### src/inc/rtp_trim_regs.vh
`ifndef RTP_TRIM_REGS_VH
`define RTP_TRIM_REGS_VH
// Register addresses
`define RTP_ADDR_HOUR       8'h02
`define RTP_ADDR_WKDAY      8'h03
`define RTP_ADDR_CONTROL    8'h08
`define RTP_ADDR_TRIM       8'h09
`define RTP_ADDR_PDN_BASE   8'h18
`define RTP_ADDR_PUP_BASE   8'h1C
// Field positions
`define RTP_HOUR_DIR_BIT    7
`define RTP_CTL_OUT_BIT     7
`define RTP_CTL_SQW_BIT     6
`define RTP_CTL_COARSE_BIT  2
`define RTP_WKDAY_PFAIL_BIT 4
`define RTP_WKDAY_BKEN_BIT  3
// Reset values
`define RTP_TRIM_RESET      8'h00
`define RTP_CTL_RESET       8'h80
// Timing counts in oscillator cycles; RTP_SECS_PER_MIN counts seconds
`define RTP_CYCLES_PER_SEC  15'h7FFF
`define RTP_SECS_PER_MIN    6'h3B
`define RTP_HALF_SEC        16'h4000
`endif

### src/design/rtp_prescaler.v
`timescale 1ns/1ps
`include "rtp_trim_regs.vh"
// Divides the oscillator tick to seconds, stretching or shortening the
// second after the one on which a trim event lands.
module rtp_prescaler (
   // Clock and reset
   input  wire        core_clk,
   input  wire        rst_n,
   // Control
   input  wire        oscTick,
   input  wire        trimEvent,
   input  wire        trimDirection,
   input  wire [7:0]  trimMagnitude,
   // Status
   output reg         secondPulse,
   output reg         halfPhase
);
   reg  [15:0] count;
   reg  [9:0]  holdCnt;
   wire [9:0]  trimCycles = {1'b0, trimMagnitude, 1'b0};

   always @(posedge core_clk or negedge rst_n) begin
      if (!rst_n) begin
         count       <= 16'h0000;
         holdCnt     <= 10'h000;
         secondPulse <= 1'b0;
         halfPhase   <= 1'b0;
      end else begin
         secondPulse <= 1'b0;
         if (oscTick) begin
            if (holdCnt != 10'h000) begin
               // Removing cycles: swallow ticks so the second runs long
               holdCnt <= holdCnt - 10'h001;
            end else if (count >= {1'b0, `RTP_CYCLES_PER_SEC}) begin
               count       <= 16'h0000;
               secondPulse <= 1'b1;
               if (trimEvent && trimCycles != 10'h000) begin
                  // Set direction adds cycles: a slow crystal gets a short second
                  if (trimDirection)
                     count <= {6'h00, trimCycles};
                  else
                     holdCnt <= trimCycles;
               end
            end else begin
               count <= count + 16'h0001;
            end
            halfPhase <= (count >= `RTP_HALF_SEC);
         end
      end
   end
endmodule // rtp_prescaler

### src/design/rtp_stamp_log.v
`timescale 1ns/1ps
`include "rtp_trim_regs.vh"
// Power-down and power-up timestamp sets with power-fail guard.
module rtp_stamp_log (
   // Clock and reset
   input  wire        core_clk,
   input  wire        rst_n,
   // Events
   input  wire        captureDown,
   input  wire        captureUp,
   input  wire        clearFlag,
   input  wire [31:0] timeNow,
   // Readout
   input  wire [2:0]  readSel,
   output wire [7:0]  readData,
   output reg         powerFailFlag
);
   reg [7:0] stamp [0:7];
   genvar i;
   generate
      for (i = 0; i < 8; i = i + 1) begin : gStamp
         always @(posedge core_clk or negedge rst_n) begin
            if (!rst_n)
               stamp[i] <= 8'h00;
            else if (!powerFailFlag && ((i < 4) ? captureDown : captureUp))
               // Capture beats a clear in the same cycle, as the flag does
               stamp[i] <= timeNow[8*(i%4) +: 8];
            else if (clearFlag)
               stamp[i] <= 8'h00;
         end
      end
   endgenerate

   always @(posedge core_clk or negedge rst_n) begin
      if (!rst_n)
         powerFailFlag <= 1'b0;
      else if (captureUp && !powerFailFlag)
         powerFailFlag <= 1'b1;
      else if (clearFlag)
         powerFailFlag <= 1'b0;
   end

   assign readData = stamp[readSel];
endmodule // rtp_stamp_log

### src/design/rtp_trim_power.v
`timescale 1ns/1ps
`include "rtp_trim_regs.vh"
////////////////////////////////////////////////////////////////////////////////
module rtp_trim_power (
   // Clock and reset
   input  wire        core_clk,
   input  wire        rst_n,
   // Oscillator
   input  wire        oscTick,
   // Register port from the serial engine
   input  wire        regWrite,
   input  wire        regRead,
   input  wire [7:0]  regAddr,
   input  wire [7:0]  regWdata,
   output reg  [7:0]  regRdata,
   // Supply sensing
   input  wire        primaryBelowThreshold,
   // Current calendar (BCD)
   input  wire [7:0]  curMinutes,
   input  wire [6:0]  curHours,
   input  wire [7:0]  curDate,
   input  wire [7:0]  curMonthWkday,
   // Watchdog enable
   input  wire        watchdogEnableWrite,
   input  wire        watchdogEnableIn,
   output reg         watchdogEnable,
   // Outputs
   output wire        secondPulse,
   output wire        onBackup,
   output wire        serialBlocked,
   output wire        eventDetectStop,
   output reg         clockOutputPin,
   output wire        clockOutputEnable
);
   reg  [7:0] trimMagnitude;
   reg        trimDirection;
   reg  [6:0] hourFields;
   reg  [7:0] rtcControl;
   reg        backupInputEnable;
   reg  [5:0] secCount;
   reg        onBackupR;
   reg        onBackupD;
   wire       halfPhase;
   wire       trimEvent;
   wire       powerFailFlag;
   wire [7:0] stampData;
   wire       coarseTrimEnable;
   wire       squareWaveEnable;
   wire       busOk;

   assign coarseTrimEnable = rtcControl[`RTP_CTL_COARSE_BIT];
   assign squareWaveEnable = rtcControl[`RTP_CTL_SQW_BIT];
   assign onBackup         = onBackupR;
   assign busOk            = !onBackupR;
   assign serialBlocked    = onBackupR;
   assign eventDetectStop  = onBackupR;

   function inRange;
      input [7:0] addr;
      input [7:0] base;
      begin
         inRange = (addr[7:2] == base[7:2]);
      end
   endfunction

   ////////////////////////////////////////////////////////////////////////////
   // Supply switchover
   always @(posedge core_clk or negedge rst_n) begin
      if (!rst_n) begin
         onBackupR <= 1'b0;
         onBackupD <= 1'b0;
      end else begin
         // Without backup enabled there is nothing to switch to
         onBackupR <= primaryBelowThreshold && backupInputEnable;
         onBackupD <= onBackupR;
      end
   end

   ////////////////////////////////////////////////////////////////////////////
   // Registers
   always @(posedge core_clk or negedge rst_n) begin
      if (!rst_n) begin
         trimMagnitude     <= `RTP_TRIM_RESET;
         trimDirection     <= 1'b0;
         hourFields        <= 7'h00;
         rtcControl        <= `RTP_CTL_RESET;
         backupInputEnable <= 1'b0;
      end else if (regWrite && busOk) begin
         case (regAddr)
            `RTP_ADDR_TRIM: trimMagnitude <= regWdata;
            `RTP_ADDR_HOUR: begin
               trimDirection <= regWdata[`RTP_HOUR_DIR_BIT];
               hourFields    <= regWdata[6:0];
            end
            `RTP_ADDR_CONTROL: rtcControl <= regWdata;
            `RTP_ADDR_WKDAY: backupInputEnable <= regWdata[`RTP_WKDAY_BKEN_BIT];
            default: ;
         endcase
      end
   end

   always @(posedge core_clk or negedge rst_n) begin
      if (!rst_n)
         watchdogEnable <= 1'b0;
      else if (onBackupR && !onBackupD)
         watchdogEnable <= 1'b0;
      else if (watchdogEnableWrite && busOk)
         watchdogEnable <= watchdogEnableIn;
   end

   always @(posedge core_clk or negedge rst_n) begin
      if (!rst_n)
         regRdata <= 8'h00;
      else if (regRead && busOk) begin
         if (inRange(regAddr, `RTP_ADDR_PDN_BASE) || inRange(regAddr, `RTP_ADDR_PUP_BASE))
            regRdata <= stampData;
         else
            case (regAddr)
               `RTP_ADDR_TRIM:    regRdata <= trimMagnitude;
               `RTP_ADDR_HOUR:    regRdata <= {trimDirection, hourFields};
               `RTP_ADDR_CONTROL: regRdata <= rtcControl;
               `RTP_ADDR_WKDAY:   regRdata <= {3'h0, powerFailFlag, backupInputEnable, 3'h0};
               default:           regRdata <= 8'h00;
            endcase
      end
   end

   ////////////////////////////////////////////////////////////////////////////
   // Trim scheduling; runs regardless of supply
   always @(posedge core_clk or negedge rst_n) begin
      if (!rst_n)
         secCount <= 6'h00;
      else if (secondPulse)
         secCount <= (secCount >= `RTP_SECS_PER_MIN) ? 6'h00 : secCount + 6'h01;
   end

   // Fine mode trims on the minute, coarse on every second
   assign trimEvent = coarseTrimEnable || (secCount == `RTP_SECS_PER_MIN);

   rtp_prescaler uPrescaler (
      .core_clk      (core_clk),
      .rst_n         (rst_n),
      .oscTick       (oscTick),
      .trimEvent     (trimEvent),
      .trimDirection (trimDirection),
      .trimMagnitude (trimMagnitude),
      .secondPulse   (secondPulse),
      .halfPhase     (halfPhase)
   );

   ////////////////////////////////////////////////////////////////////////////
   // Timestamp capture on both switchover edges
   rtp_stamp_log uStamp (
      .core_clk      (core_clk),
      .rst_n         (rst_n),
      .captureDown   (onBackupR && !onBackupD),
      .captureUp     (!onBackupR && onBackupD),
      .clearFlag     (regWrite && busOk && regAddr == `RTP_ADDR_WKDAY &&
                      !regWdata[`RTP_WKDAY_PFAIL_BIT]),
      .timeNow       ({curMonthWkday, curDate, 1'b0, curHours, curMinutes}),
      .readSel       ({regAddr[2], regAddr[1:0]}),
      .readData      (stampData),
      .powerFailFlag (powerFailFlag)
   );

   ////////////////////////////////////////////////////////////////////////////
   // Trimmed 1 Hz output with square wave and coarse trim both enabled; pin released on backup
   assign clockOutputEnable = !onBackupR;

   always @(posedge core_clk or negedge rst_n) begin
      if (!rst_n)
         clockOutputPin <= 1'b0;
      else if (onBackupR)
         clockOutputPin <= 1'b0;
      else if (squareWaveEnable && coarseTrimEnable)
         clockOutputPin <= halfPhase;
      else
         clockOutputPin <= rtcControl[`RTP_CTL_OUT_BIT] && !squareWaveEnable;
   end
endmodule // rtp_trim_power

### config.mk
export PLATFORM = sky130hd
export DESIGN_NAME = rtp_trim_power
export DESIGN_NICKNAME = d
export VERILOG_FILES = /design/src/design/rtp_prescaler.v /design/src/design/rtp_stamp_log.v /design/src/design/rtp_trim_power.v
export VERILOG_INCLUDE_DIRS = /design/src /design/src/inc
export SDC_FILE = /design/constraint.sdc
export NUM_CORES = 1
export LEC_CHECK = 0
export BUFFER_PORTS_ARGS = -buffer_cell sky130_fd_sc_hd__buf_2
export CAP_MARGIN = 20
export CORE_ASPECT_RATIO = 1.75
export CORE_MARGIN = 2
export CORE_UTILIZATION = 60
export CTS_CLUSTER_DIAMETER = 40
export CTS_CLUSTER_SIZE = 14
export DETAILED_ROUTE_END_ITERATION = 8
export PLACE_DENSITY = 0.93
export SYNTH_ARGS = -nofsm -noshare
export SYNTH_HDL_FRONTEND = slang
export SYNTH_SLANG_ARGS = --single-unit
### constraint.sdc
create_clock -name core_clk -period 3.6 [get_ports core_clk]
set_input_delay 0.72 -clock core_clk [delete_from_list [all_inputs] [get_ports core_clk]]
set_output_delay 0.72 -clock core_clk [all_outputs]
set_load 0.05 [all_outputs]
==> out/results.ini <==
[yosys]
synth-edff-count = 0
synth.avg_cell_area_um2 = 11.9
syn-cell-area_um2 = 6330
synth_top_area_share_pct = 52.6
ys_ff_latch = 134
yosysSeqAreaShare_pct = 53.0
synthDistinctLibCells = 59
ys_warn_count = 0
async_reset_ff_share_pct = 100
synthCells = 531
ys.flop_type = dfrtp_1
synth_nets = 589
yosys.area.top_type = dfrtp_1
synthTopCellsByArea = dfrtp_1 53%, a22o_1 9.0%, mux2_2 5.5%, mux4_2 5.0%, a21oi_1 2.3%

[routing]
wirelength_mm = 17.1
top_layer_used = met4
dr.pass1.iters = 5
drt_iter0_markers = 447
ant_nets = 0
wl_met1_mm = 5.76
dr_wl_met3_mm = 1.15
routedWlPerCell_um = 23.1
num_vias = 5174
met2WireLength_mm = 9.26
drcViolationCount = 0
viasPerCell = 7.02

[place]
place_area_um2 = 6800
dp_slack_ns = 0.555
dp_cells = 706
hpwl_mm = 11.2
port-buffer-count = 69
gp_congestion = 0.891

[finish]
finalInstanceArea_um2 = 7350
num_antenna_cells = 0
drive_gt1_share_pct = 28.5
fin_nets = 656
fin_cells = 737
synthToLayoutAreaGrowth_pct = 16.0
fillers = 636

[timing]
finalCriticalPeriod_ns = 2.73
timing.final.ws_setup_ns = 0.871
tightest_slew_ns = 0.840
finalHoldViolCount = 0
setup_viol_count_final = 0
relSlewSlack_pct = 43.5
rsz0062_at_grt = false
max_freq_mhz = 366
finClkSkew_ns = 0.00696
fin_tns_setup_ns = 0
fin_crit_sh_pct = 75.8
drv_slew = 0

[global_routing]
globalRouteOverflowTotal = 0
grt_usage_pct = 32.3
grt_start_max_net_pins = 79
grt_pass1_vias = 5463
grt_pass1_wl_mm = 27.7
antenna_found_initial = 0

[clock_tree]
tritoncts = yes
clock_latency_ns = 0.42
cts-root-buf = clkbuf_16
cts.sinks = 134
cts_setup_buffers = 0
clk_pin_slew_ns = 0.06
cts_max_path_buffers = 2
cts_htree_levels = 4
numCtsBuffers = 17
ctsHoldBuffers = 0
cts_resized = 0

[floorplan]
die_h_um = 140
rows = 49
die_w_um = 81.7
initial_core_util_pct = 61.5
coreArea_um2 = 10300
dieArea_um2 = 11400
ios = 70

[run]
drv_cap = 0

[power_and_ir_drop]
p_leak_uw = 0.00340
p_sw_share_pct = 28.2
power_uw = 3650
p_clk_share_pct = 44.0
vdd_drop_max_v = 0.000393
power-per-cell-area_nw_per_um2 = 497
power.switching_uw = 1030
combPwrFrac_pct = 9.6
power.internal_uw = 2620
power_frac_seq_pct = 46.4

[worst_setup_path]
end_kind = flop
path_class = primary input to flop
path_max_fanout = 21
start_kind = primary input
crit_required_ns = 3.91
worstPathArrival_ns = 3.04

[worst_hold_path]
hold_path.class = primary input to asynchronous set/reset pin

[run_status]
status = completed

==> sequential cells by signal (all words and copies together) (netlist names) <==
name	cells
rtcControl	8
uPrescaler.count	16
backupInputEnable	1
uStamp.stamp	62
eventDetectStop	1
onBackupD	1
trimDirection	1
secCount	6
trimMagnitude	8
regRdata	8
uPrescaler.secondPulse	1
hourFields	7
uStamp.powerFailFlag	1
uPrescaler.halfPhase	1
clockOutputPin	1
uPrescaler.holdCnt	10
watchdogEnable	1
==> power by group through the flow <==
stage               logic [uW]  registers, uW  clock network, uW
CTS                        348           1690               1620
global placement           317           1700                  0
global route               383           1700               1680
detailed placement         338           1710                  0
floorplan                  194           1710                  0
finish                     350           1690               1610
==> path summary, 6_finish.rpt <==
path / from / end / slack, ns / depth (start not counted)
setup / recovery: regAddr[1] / uStamp.stamp[28]$_DFFE_PN0P_ / 0.87 / 7
hold / removal: rst_n / uStamp.stamp[58]$_DFFE_PN0P_ / 0.36 / 1
setup reg to reg: uPrescaler.holdCnt[0]$_DFFE_PN0P_ / uPrescaler.count[5]$_DFFE_PN0P_ / 1.01 / 6
hold reg to reg: uPrescaler.holdCnt[0]$_DFFE_PN0P_ / uPrescaler.holdCnt[0]$_DFFE_PN0P_ / 0.49 / 1
max in group asynchronous: rst_n / rtcControl[7]$_DFFE_PN1P_ / 2.36 / 2
min in group core_clk: uPrescaler.holdCnt[0]$_DFFE_PN0P_ / uPrescaler.holdCnt[0]$_DFFE_PN0P_ / 0.49 / 1
==> through the flow <==
stage               utilization (%)  hold slack [ns]
finish                         71.3            0.361
global placement               65.6            0.477
floorplan                         -            0.424
global route                   71.3            0.426
CTS                            71.3            0.388
detailed placement             66.0            0.483
==> layout by cell type (no fill, tap or decap), types with 14 or more instances in the layout <==
master / n
nand3_1: 17
mux4_2: 14
o21ai_0: 24
buf_2: 68
mux2_2: 31
a22o_1: 65
a21oi_1: 29
nand2_1: 22
clkbuf_16: 17
dfrtp_1: 133
nor2_1: 28
==> cells by family after synthesis <==
group / after synthesis / share of synthesized area, %
AOI/OAI and AO/OA: 170 / 19.5
DFF: 134 / 53.0
and+or+nand+nor: 127 / 11.6
muxes: 51 / 11.4
buffers and inverters: 42 / 3.28
xor gates and xnor gates: 4 / 0.553
adders and majority gates: 3 / 0.593
==> layer usage <==
metal | up-vias | global-route usage [%]
met5 | - | 0
met4 | 0 | 16.4
met3 | 90 | 7.99
met2 | 313 | 55.0
met1 | 2587 | 36.8
li1 | 2184 | -
==> critical path: stages <==
cell,delay [ns]
buf_2,0.44
or4b_4,0.55
or3_4,0.40
nor3_2,0.26
nor2_2,0.22
buf_16,0.22
a22o_1,0.19
==> synthesized netlist by cell type (all sizes together), types with 7 or more instances <==
library cell	number
clkbuf	15
nor3	11
a22o	65
nand2	22
o21ai	24
a31oi	12
inv	10
mux4	14
a22oi	8
buf	17
dfrtp	133
nor2	30
a21oi	29
and3	7
mux2	31
nand3	18
==> final cells by class <==
| cell class | count | area (um^2) | share of cell area [%] |
|---|---|---|---|
| Timing Repair Buffer | 80 | 470 | 6.40 |
| Inverter | 10 | 37.5 | 0.511 |
| Clock inverter | 14 | 121 | 1.65 |
| Multi-Input combinational cell | 355 | 2780 | 37.8 |
| Clock buffer | 17 | 425 | 5.79 |
| Sequential cell | 134 | 3350 | 45.6 |
| Tap cell | 127 | 159 | 2.16 |
No activity file was read; power rests on OpenSTA's default activity.
